## config.mk

```make
export PLATFORM = sky130hd
export DESIGN_NAME = iplr_regs
export DESIGN_NICKNAME = d
export VERILOG_FILES = /design/src/verilog/iplr_pkg.sv /design/src/verilog/iplr_decode.sv /design/src/verilog/iplr_regs.sv
export SDC_FILE = /design/constraint.sdc
export NUM_CORES = 1
export LEC_CHECK = 0
export BUFFER_PORTS_ARGS = -buffer_cell sky130_fd_sc_hd__buf_2
export CAP_MARGIN = 30
export CORE_ASPECT_RATIO = 0.9
export CORE_MARGIN = 3
export CORE_UTILIZATION = 40
export DETAILED_ROUTE_END_ITERATION = 12
export PLACE_DENSITY = 0.77
export RECOVER_POWER = 50
export SETUP_SLACK_MARGIN = 0.15
export SLEW_MARGIN = 20
export SYNTH_ARGS = -nofsm -noshare
export SYNTH_HDL_FRONTEND = slang
export SYNTH_SLANG_ARGS = --single-unit
```

## constraint.sdc

```tcl
create_clock -name clk_i -period 1.44 [get_ports clk_i]
set_clock_uncertainty 0.2 [all_clocks]
set_input_delay 0.144 -clock clk_i [delete_from_list [all_inputs] [get_ports clk_i]]
set_output_delay 0.144 -clock clk_i [all_outputs]
set_load 0.02 [all_outputs]
```

## src/verilog/iplr_pkg.sv

```systemverilog
package iplr_pkg;

    // Register indices; byte address is four times the index.
    localparam logic [3:0] IPLR_IDX_SYS    = 4'h2;
    localparam logic [3:0] IPLR_IDX_PA     = 4'h3;
    localparam logic [3:0] IPLR_IDX_PB     = 4'h4;
    localparam logic [3:0] IPLR_IDX_PC     = 4'h5;

    localparam int IPLR_NUM_SRC = 28;
    localparam int IPLR_ADDR_W  = 6;

    localparam logic [15:0] IPLR_RESET_VAL = 16'h0000;

    // Writable bit masks; everything else is reserved and reads zero.
    localparam logic [15:0] IPLR_MASK_SYS  = 16'h0FCF;
    localparam logic [15:0] IPLR_MASK_PA   = 16'hFFFC;
    localparam logic [15:0] IPLR_MASK_PB   = 16'hFC3F;
    localparam logic [15:0] IPLR_MASK_PC   = 16'hFF3F;

    // Field encodings.
    localparam logic [1:0] IPLR_ENC_OFF  = 2'h0;
    localparam logic [1:0] IPLR_ENC_LVL0 = 2'h1;
    localparam logic [1:0] IPLR_ENC_LVL1 = 2'h2;
    localparam logic [1:0] IPLR_ENC_LVL2 = 2'h3;

    // Decoded levels passed to arbitration.
    localparam logic [1:0] IPLR_LEVEL_0 = 2'h0;
    localparam logic [1:0] IPLR_LEVEL_1 = 2'h1;
    localparam logic [1:0] IPLR_LEVEL_2 = 2'h2;

    // Field base positions.
    localparam int IPLR_POS_FLASH_ERR  = 10;
    localparam int IPLR_POS_PLL_UNLOCK = 8;
    localparam int IPLR_POS_LOW_VOLT   = 6;
    localparam int IPLR_POS_EXT_B      = 2;
    localparam int IPLR_POS_EXT_A      = 0;
    localparam int IPLR_POS_PORT_D     = 14;
    localparam int IPLR_POS_PORT_E     = 12;
    localparam int IPLR_POS_PORT_F     = 10;
    localparam int IPLR_POS_CAN_MSGBUF = 8;
    localparam int IPLR_POS_CAN_WAKEUP = 6;
    localparam int IPLR_POS_CAN_ERROR  = 4;
    localparam int IPLR_POS_CAN_BUSOFF = 2;
    localparam int IPLR_POS_SPI0_RX    = 14;
    localparam int IPLR_POS_SPI1_TX    = 12;
    localparam int IPLR_POS_SPI1_RX    = 10;
    localparam int IPLR_POS_PORT_A     = 4;
    localparam int IPLR_POS_PORT_B     = 2;
    localparam int IPLR_POS_PORT_C     = 0;
    localparam int IPLR_POS_DEC1_INDEX = 14;
    localparam int IPLR_POS_DEC1_HOME  = 12;
    localparam int IPLR_POS_SER1_RX    = 10;
    localparam int IPLR_POS_SER1_RXERR = 8;
    localparam int IPLR_POS_SER1_IDLE  = 4;
    localparam int IPLR_POS_SER1_TX    = 2;
    localparam int IPLR_POS_SPI0_TX    = 0;

    // Decoded view of one source field.
    typedef struct packed {
        logic       enabled;
        logic [1:0] level;
    } iplr_level_t;

    // Classic Wishbone request from the master.
    typedef struct packed {
        logic                   cyc;
        logic                   stb;
        logic                   we;
        logic [3:0]             sel;
        logic [IPLR_ADDR_W-1:0] adr;
        logic [31:0]            dat;
    } iplr_wb_req_t;

endpackage : iplr_pkg

```

## src/verilog/iplr_decode.sv

```systemverilog
module iplr_decode
    import iplr_pkg::*;
(
    input  wire logic [1:0]  field_i,
    input  wire logic        request_i,
    output iplr_level_t      level_o,
    output logic             request_o
);

    always_comb begin
        level_o.enabled = 1'b1;
        level_o.level   = IPLR_LEVEL_0;
        case (field_i)
            IPLR_ENC_OFF: begin
                level_o.enabled = 1'b0;
            end
            IPLR_ENC_LVL0: begin
                level_o.level = IPLR_LEVEL_0;
            end
            IPLR_ENC_LVL1: begin
                level_o.level = IPLR_LEVEL_1;
            end
            IPLR_ENC_LVL2: begin
                level_o.level = IPLR_LEVEL_2;
            end
            default: begin
                level_o.enabled = 1'b0;
            end
        endcase
    end

    assign request_o = request_i & level_o.enabled;

endmodule : iplr_decode

```

## src/verilog/iplr_regs.sv

```systemverilog
// Operation
// - Each two-bit field means 00 off, 01 level 0, 10 level 1, 11 level 2.
// - No encoding can give these sources a level above 2.
// - Every field reads 00 after reset so every source starts disabled.
// - Reserved bits read zero and ignore writes.
// - System register holds PLL unlock in 9:8 and low voltage in 7:6.
// - System register reserves 5:4, external B in 3:2 and A in 1:0.
// - Peripheral register A holds ports D, E, F in 15:14, 13:12, 11:10.
// - Register A holds CAN msgbuf 9:8, wakeup 7:6, error 5:4, busoff 3:2.
// - Register B holds SPI0 rx 15:14, SPI1 tx 13:12, SPI1 rx 11:10.
// - Register B holds ports A, B, C in 5:4, 3:2, 1:0.
// - Register C holds decoder 1 index 15:14 and home or watchdog 13:12.
// - Register C holds serial 1 rx full 11:10 and rx error 9:8.
// - Register C holds serial 1 idle 5:4, tx empty 3:2, SPI0 tx 1:0.
// - System register also holds the flash error level in 11:10.
//
// Decided for this implementation: the Wishbone interface to the registers.
module iplr_regs
    import iplr_pkg::*;
(
    input  wire logic                    clk_i,
    input  wire logic                    rst_i,
    input  wire logic                    wb_cyc_i,
    input  wire logic                    wb_stb_i,
    input  wire logic                    wb_we_i,
    input  wire logic [3:0]              wb_sel_i,
    input  wire logic [IPLR_ADDR_W-1:0]  wb_adr_i,
    input  wire logic [31:0]             wb_dat_i,
    output logic      [31:0]             wb_dat_o,
    output logic                         wb_ack_o,
    input  wire logic [IPLR_NUM_SRC-1:0] src_req_i,
    output logic      [IPLR_NUM_SRC-1:0] src_req_o,
    output logic      [IPLR_NUM_SRC-1:0] src_enabled_o,
    output logic      [2*IPLR_NUM_SRC-1:0] src_level_o
);

    logic [15:0]  system_events_priority_q;
    logic [15:0]  periph_priority_a_q;
    logic [15:0]  periph_priority_b_q;
    logic [15:0]  periph_priority_c_q;
    logic         ack_q;
    logic [31:0]  rdata_q;
    logic         access;
    logic [3:0]   index;
    logic         aligned;
    logic [15:0]  lane_mask;
    logic [15:0]  rd_mux;
    logic [2*IPLR_NUM_SRC-1:0] fields;
    iplr_wb_req_t req;

    assign req.cyc = wb_cyc_i;
    assign req.stb = wb_stb_i;
    assign req.we  = wb_we_i;
    assign req.sel = wb_sel_i;
    assign req.adr = wb_adr_i;
    assign req.dat = wb_dat_i;

    assign access    = req.cyc & req.stb & ~ack_q;
    assign index     = req.adr[IPLR_ADDR_W-1:2];
    assign aligned   = (req.adr[1:0] == 2'h0);
    assign lane_mask = {{8{req.sel[1]}}, {8{req.sel[0]}}};

    function automatic logic [15:0] merge(input logic [15:0] old,
                                          input logic [15:0] wr,
                                          input logic [15:0] lanes,
                                          input logic [15:0] keep);
        logic [15:0] upd;
        upd = (wr & lanes) | (old & ~lanes);
        merge = upd & keep;
    endfunction : merge

    // Byte lanes selected by wb_sel_i update in one edge; unselected lanes keep their fields.
    always_ff @(posedge clk_i) begin
        if (rst_i) begin
            system_events_priority_q <= IPLR_RESET_VAL;
        end else if (access && req.we && aligned &&
                     index == IPLR_IDX_SYS) begin
            system_events_priority_q <= merge(system_events_priority_q,
                req.dat[15:0], lane_mask, IPLR_MASK_SYS);
        end
    end

    always_ff @(posedge clk_i) begin
        if (rst_i) begin
            periph_priority_a_q <= IPLR_RESET_VAL;
        end else if (access && req.we && aligned &&
                     index == IPLR_IDX_PA) begin
            periph_priority_a_q <= merge(periph_priority_a_q,
                req.dat[15:0], lane_mask, IPLR_MASK_PA);
        end
    end

    always_ff @(posedge clk_i) begin
        if (rst_i) begin
            periph_priority_b_q <= IPLR_RESET_VAL;
        end else if (access && req.we && aligned &&
                     index == IPLR_IDX_PB) begin
            periph_priority_b_q <= merge(periph_priority_b_q,
                req.dat[15:0], lane_mask, IPLR_MASK_PB);
        end
    end

    always_ff @(posedge clk_i) begin
        if (rst_i) begin
            periph_priority_c_q <= IPLR_RESET_VAL;
        end else if (access && req.we && aligned &&
                     index == IPLR_IDX_PC) begin
            periph_priority_c_q <= merge(periph_priority_c_q,
                req.dat[15:0], lane_mask, IPLR_MASK_PC);
        end
    end

    always_comb begin
        rd_mux = 16'h0000;
        if (aligned) begin
            case (index)
                IPLR_IDX_SYS: begin
                    rd_mux = system_events_priority_q;
                end
                IPLR_IDX_PA: begin
                    rd_mux = periph_priority_a_q;
                end
                IPLR_IDX_PB: begin
                    rd_mux = periph_priority_b_q;
                end
                IPLR_IDX_PC: begin
                    rd_mux = periph_priority_c_q;
                end
                default: begin
                    rd_mux = 16'h0000;
                end
            endcase
        end
    end

    // Unmapped addresses are acknowledged, read zero and drop writes.
    always_ff @(posedge clk_i) begin
        if (rst_i) begin
            ack_q <= 1'b0;
        end else begin
            ack_q <= access;
        end
    end

    always_ff @(posedge clk_i) begin
        if (rst_i) begin
            rdata_q <= 32'h0000_0000;
        end else if (access && !req.we) begin
            rdata_q <= {16'h0000, rd_mux};
        end
    end

    assign wb_ack_o = ack_q;
    assign wb_dat_o = rdata_q;

    // Source order: index k uses fields[2k+1:2k].
    assign fields = {
        system_events_priority_q[IPLR_POS_FLASH_ERR+:2],
        system_events_priority_q[IPLR_POS_PLL_UNLOCK+:2],
        system_events_priority_q[IPLR_POS_LOW_VOLT+:2],
        system_events_priority_q[IPLR_POS_EXT_B+:2],
        system_events_priority_q[IPLR_POS_EXT_A+:2],
        periph_priority_a_q[IPLR_POS_PORT_D+:2],
        periph_priority_a_q[IPLR_POS_PORT_E+:2],
        periph_priority_a_q[IPLR_POS_PORT_F+:2],
        periph_priority_a_q[IPLR_POS_CAN_MSGBUF+:2],
        periph_priority_a_q[IPLR_POS_CAN_WAKEUP+:2],
        periph_priority_a_q[IPLR_POS_CAN_ERROR+:2],
        periph_priority_a_q[IPLR_POS_CAN_BUSOFF+:2],
        periph_priority_b_q[IPLR_POS_SPI0_RX+:2],
        periph_priority_b_q[IPLR_POS_SPI1_TX+:2],
        periph_priority_b_q[IPLR_POS_SPI1_RX+:2],
        periph_priority_b_q[IPLR_POS_PORT_A+:2],
        periph_priority_b_q[IPLR_POS_PORT_B+:2],
        periph_priority_b_q[IPLR_POS_PORT_C+:2],
        periph_priority_c_q[IPLR_POS_DEC1_INDEX+:2],
        periph_priority_c_q[IPLR_POS_DEC1_HOME+:2],
        periph_priority_c_q[IPLR_POS_SER1_RX+:2],
        periph_priority_c_q[IPLR_POS_SER1_RXERR+:2],
        periph_priority_c_q[IPLR_POS_SER1_IDLE+:2],
        periph_priority_c_q[IPLR_POS_SER1_TX+:2],
        periph_priority_c_q[IPLR_POS_SPI0_TX+:2],
        2'h0, 2'h0, 2'h0
    };

    generate
        for (genvar k = 0; k < IPLR_NUM_SRC; k++) begin : g_src
            iplr_level_t lvl;
            iplr_decode u_dec (
                .field_i   (fields[2*k+:2]),
                .request_i (src_req_i[k]),
                .level_o   (lvl),
                .request_o (src_req_o[k])
            );
            assign src_enabled_o[k]     = lvl.enabled;
            assign src_level_o[2*k+:2]  = lvl.level;
        end
    endgenerate

endmodule : iplr_regs

```

; ---- Word level (Yosys, flattened, before mapping)
; Cells that the tools add are included.
[op_classes]
eq_ne = 54
muxes = 52
bitwise_logic = 38
reduce_logical = 34
[ops]
columns = cell, n
row1 = "equality test 2 bit, second input constant", 50
row2 = one-hot mux 2 bit (2 select lines), 25
row3 = bitwise AND 16 bit, 4
row4 = one-hot mux 16 bit (4 select lines), 1
row5 = logical NOT 2 bit, 26
row6 = bitwise OR 16 bit, 3
row7 = bitwise AND 1 bit, 27
row8 = 2-to-1 mux 1 bit, 25
row9 = 2-to-1 mux 16 bit, 1
row10 = inverter 16 bit, 1
row11 = bitwise AND 12 bit, 1
row12 = bitwise OR 12 bit, 1
row13 = "equality test 4 x 2 -> 1 bit, second input constant", 2
row14 = "equality test 4 x 3 -> 1 bit, second input constant", 2
row15 = logical AND 1 bit, 7
row16 = logical NOT 1 bit, 1
row17 = inverter 1 bit, 1
[totals]
ff_bits = 67
in_bits = 75

; ---- Depth between registers and ports, before layout
[logic_depth]
word_depth = 5
ltp_mapped = 6
ltp_nobuf = 4

; ---- Modules after synthesis
; A second synthesis with hierarchy kept.
[hier_totals]
hier_cells = 405
hier_area_um2 = 3839.9
[modules_own_cells]
columns = module, n_inst, cells_each, area_each_um2, seq_area_each_um2
row1 = iplr_regs, 1, 293, 2999.1, 1341.3
row2 = iplr_decode, 28, 4, 30.0, 0.0

; ---- Least setup slack after synthesis
; Ideal clock, no wire load.
[synth_timing]
path_kind = reg2reg
start = register ack_q, in the netlist wb_ack_o
end = register rdata_q[0], in the netlist wb_dat_o[0]
arrival_ns = 1.399
required_ns = 1.181
path_slack_ns = -0.218
stages_incl_launch_ff = 6
n_path_buf = 1
path_cell_list = dfxtp_1 -> nand4bb_1 -> nor4_4 -> and2b_1 -> buf_4 -> a22o_1
[synth_between]
elab_chain_cells = 3
[synth_lines]
columns = element, line
row1 = start: declaration, iplr_regs.sv:41  ; logic ack_q;
row2 = start signal: assignment, iplr_regs.sv:141  ; ack_q <= access;
row3 = inverter 1 bit, iplr_regs.sv:58  ; assign access = req.cyc & req.stb & ~ack_q;
row4 = bitwise AND 1 bit, iplr_regs.sv:58
row5 = logical AND 1 bit, iplr_regs.sv:148  ; end else if (access && !req.we) begin
row6 = end signal: assignment, iplr_regs.sv:149  ; rdata_q <= {16'h0000, rd_mux};
row7 = end: declaration, iplr_regs.sv:42  ; logic [31:0] rdata_q;
; No other way between the ends.
; A chain may end at the register's enable or synchronous reset.

==> impl_metrics.tcl <==
set metrics [dict create \
    outcome "complete, but fails checks" \
    violations "negative setup slack" \
    dp_hpwl_um 8406 \
    cts_tree "yes" \
    worstHoldStart "rst_i" \
    drv_cap 0 \
    whs_ns 0.1409 \
    grtUsageTotal 0.2623 \
    ir_worst_vdd_uv 699.4 \
    critical-path-slowest-cell "dfxtp_2" \
    slew_violations 0 \
    avgSynthCellArea_um2 8.964 \
    area_growth_pct 85.43 \
    grt_pass1_wl_um 22110 \
    path_clk_slew_ns 0.08 \
    rsz0062_at_grt "yes" \
    fillers 588 \
    finalCriticalPeriod_ns 1.634 \
    synth-seq-area-share 0.3456 \
    reg2regPathDepth 5 \
    root_buffer "clkbuf_8" \
    die_h_um 99.45 \
    fin_nets 775 \
    antenna_cells 0 \
    slew_headroom 0.5629 \
    die_w_um 109.8 \
    io_buffers 170 \
    drtIter0Drc 164 \
    cp.required_ns 1.46 \
    path_class "reg -> reg" \
    cts_buffers 9 \
    overflow 0 \
    num_rows 33 \
    grt_pass1_vias 4356 \
    hp-class "in -> reg" \
    p_per_area_nw_per_um2 564.6 \
    worstSetupEndpointType "register" \
    place_congestion 0.7969 \
    max_clock_freq_mhz 612.2 \
    path_cells "and3b_2, buf_12, nand3_4, mux2i_2, nor2_1" \
    antenna_left 0 \
    routed_wl_um 15260 \
    hold_viol 0 \
    worst_pin_slew_ns 0.6543 \
    core_um2 9290 \
    netlist_area_um2 3881 \
    synthCells 433 \
    cts_max_level 3 \
    cts_max_path_buffers 2 \
    grt_antenna_before_repair 0 \
    synth_cell_type_count 36 \
    via_per_inst 5.105 \
    max_stage_delay_ns 0.33 \
    rr_startpoint "wb_ack_o$_SDFF_PP0_" \
    insertion_delay_ns 0.35 \
    drc 0 \
    wl_per_cell_um 18.45 \
    synth-seq-cells 67 \
    fin_ws_ns -0.1936 \
    cts.sinks 67 \
    ys_warn_count 0 \
    drive_gt1_frac 0.6809 \
    arrival_ns 1.66 \
    initial_utilization 0.4178 \
    worstSetupStartpointType "register" \
    fin_setup_tns_ns -8.393 \
    ff2ff_setup_slack_ns -0.19 \
    via_count 4222 \
    ioPinCount 220 \
    grt_max_degree 29 \
    die-area_um2 10920 \
    crit_fanout 9 \
    total_leakage_power_nw 3.671 \
    startpoint "wb_ack_o$_SDFF_PP0_" \
    dr.pass1.iters 4 \
    setup_viol 98 \
    fin_crit_sh 1.134 \
]
==> cells in the final DEF (no fill, tap or decap), types with 17 or more instances in the layout <==
| master | n |
|---|---|
| dlygate4sd3_1 | 17 |
| nor2_1 | 60 |
| and2_4 | 50 |
| buf_2 | 69 |
| dfxtp_2 | 42 |
| conb_1 | 28 |
| buf_4 | 59 |
| buf_6 | 154 |
| or2_4 | 25 |
| mux2i_1 | 58 |
| nor2b_4 | 22 |
==> worst max-delay path: cells and delay by family (launching register included) <==
kind                   cells  cell delay, ns
AND/OR/NAND/NOR            3            0.53
flip-flops                 1            0.33
multiplexers               1            0.29
buffers and inverters      1            0.16
==> power breakdown <==
part           switching (mW)  total, mW  internal (mW)
sequential            0.00178       1.84           1.84
clock                   0.743       1.80           1.06
combinational           0.252      0.422          0.170
total                   0.997       4.06           3.07
==> cell usage after synthesis <==
master,number,share of area
nor4b_4,1,0.0061
nor3_1,1,0.0013
a22oi_1,13,0.025
nand3_2,6,0.015
and4bb_2,2,0.0064
and3b_1,1,0.0023
nor2b_1,30,0.048
or3b_2,1,0.0023
clkbuf_2,1,0.0013
mux2_2,2,0.0058
conb_1,1,0.00097
or2_2,26,0.042
o22ai_1,4,0.0064
nand3_1,1,0.0013
nor2_1,60,0.058
buf_4,54,0.10
clkbuf_1,13,0.013
and2_1,50,0.081
and2b_1,1,0.0019
nand2_1,4,0.0039
o2bb2ai_1,3,0.0068
and4bb_1,1,0.0032
buf_2,4,0.0052
nor4_4,1,0.0055
nor4bb_1,1,0.0026
xnor2_1,1,0.0023
or3b_1,1,0.0023
nand2b_1,1,0.0016
nand4_2,1,0.0032
a32oi_1,1,0.0023
a22o_1,11,0.025
nand4_1,1,0.0016
nand4bb_1,1,0.0029
o21ai_0,5,0.0064
dfxtp_1,67,0.35
mux2i_1,61,0.16
==> timing repair <==
action,CTS,global route
pin swaps,57,22
hold buffers,17,0
hold endpoints to repair,56,0
setup buffers,80,10
setup endpoints to repair,166,166
gates resized for setup,372,45
==> worst min-delay path by stage <==
stage	endpoint	slack (ns)	cells after the start
after floorplan	register	0.09	2
after global placement	register	0.19	3
after detailed placement	register	0.19	3
after CTS	register	0.13	3
after global routing	register	0.14	3
final	register	0.14	3
==> cell families (layout without fill, tap and decap cells) <==
| family | after synthesis | in the layout | share of synthesized area |
|---|---|---|---|
| AO/OA/AOI/OAI | 37 | 37 | 0.07189 |
| XOR/XNOR | 1 | 1 | 0.002257 |
| buffers and inverters | 72 | 317 | 0.1235 |
| flip-flops | 67 | 67 | 0.3456 |
| multiplexers | 63 | 63 | 0.1631 |
| other | 1 | 28 | 0.0009662 |
| AND/OR/NAND/NOR | 192 | 192 | 0.2927 |
==> layout make-up <==
cell class	count	area, µm²	area share
Sequential cell	67	1428	0.1984
Timing Repair Buffer	301	2728	0.3790
Clock buffer	11	151.4	0.02104
Clock inverter	5	75.07	0.01043
Multi-Input combinational cell	321	2663	0.3700
Tap cell	122	152.6	0.02121
==> metrics by stage <==
stage	setup slack (ns)	cells	util	instance area, µm²	power, mW
after global routing	-0.2435	827	0.7747	7197	4.185
after floorplan	-0.1873	460	-	4140	2.148
after CTS	-0.1116	817	0.7468	6938	4.019
after detailed placement	-0.2063	704	0.5207	4837	2.233
after global placement	-0.1892	704	0.5207	4837	2.228
final	-0.1936	827	0.7747	7197	4.063
==> metal layers <==
metal  track usage  wire, µm  part of all wire
met3       0.06360      1168             0.077
met5             0         0                 0
met1        0.3040      5625              0.37
met4       0.09012       471             0.031
met2        0.4664      7992              0.52
(Power assumes the default switching activity.)
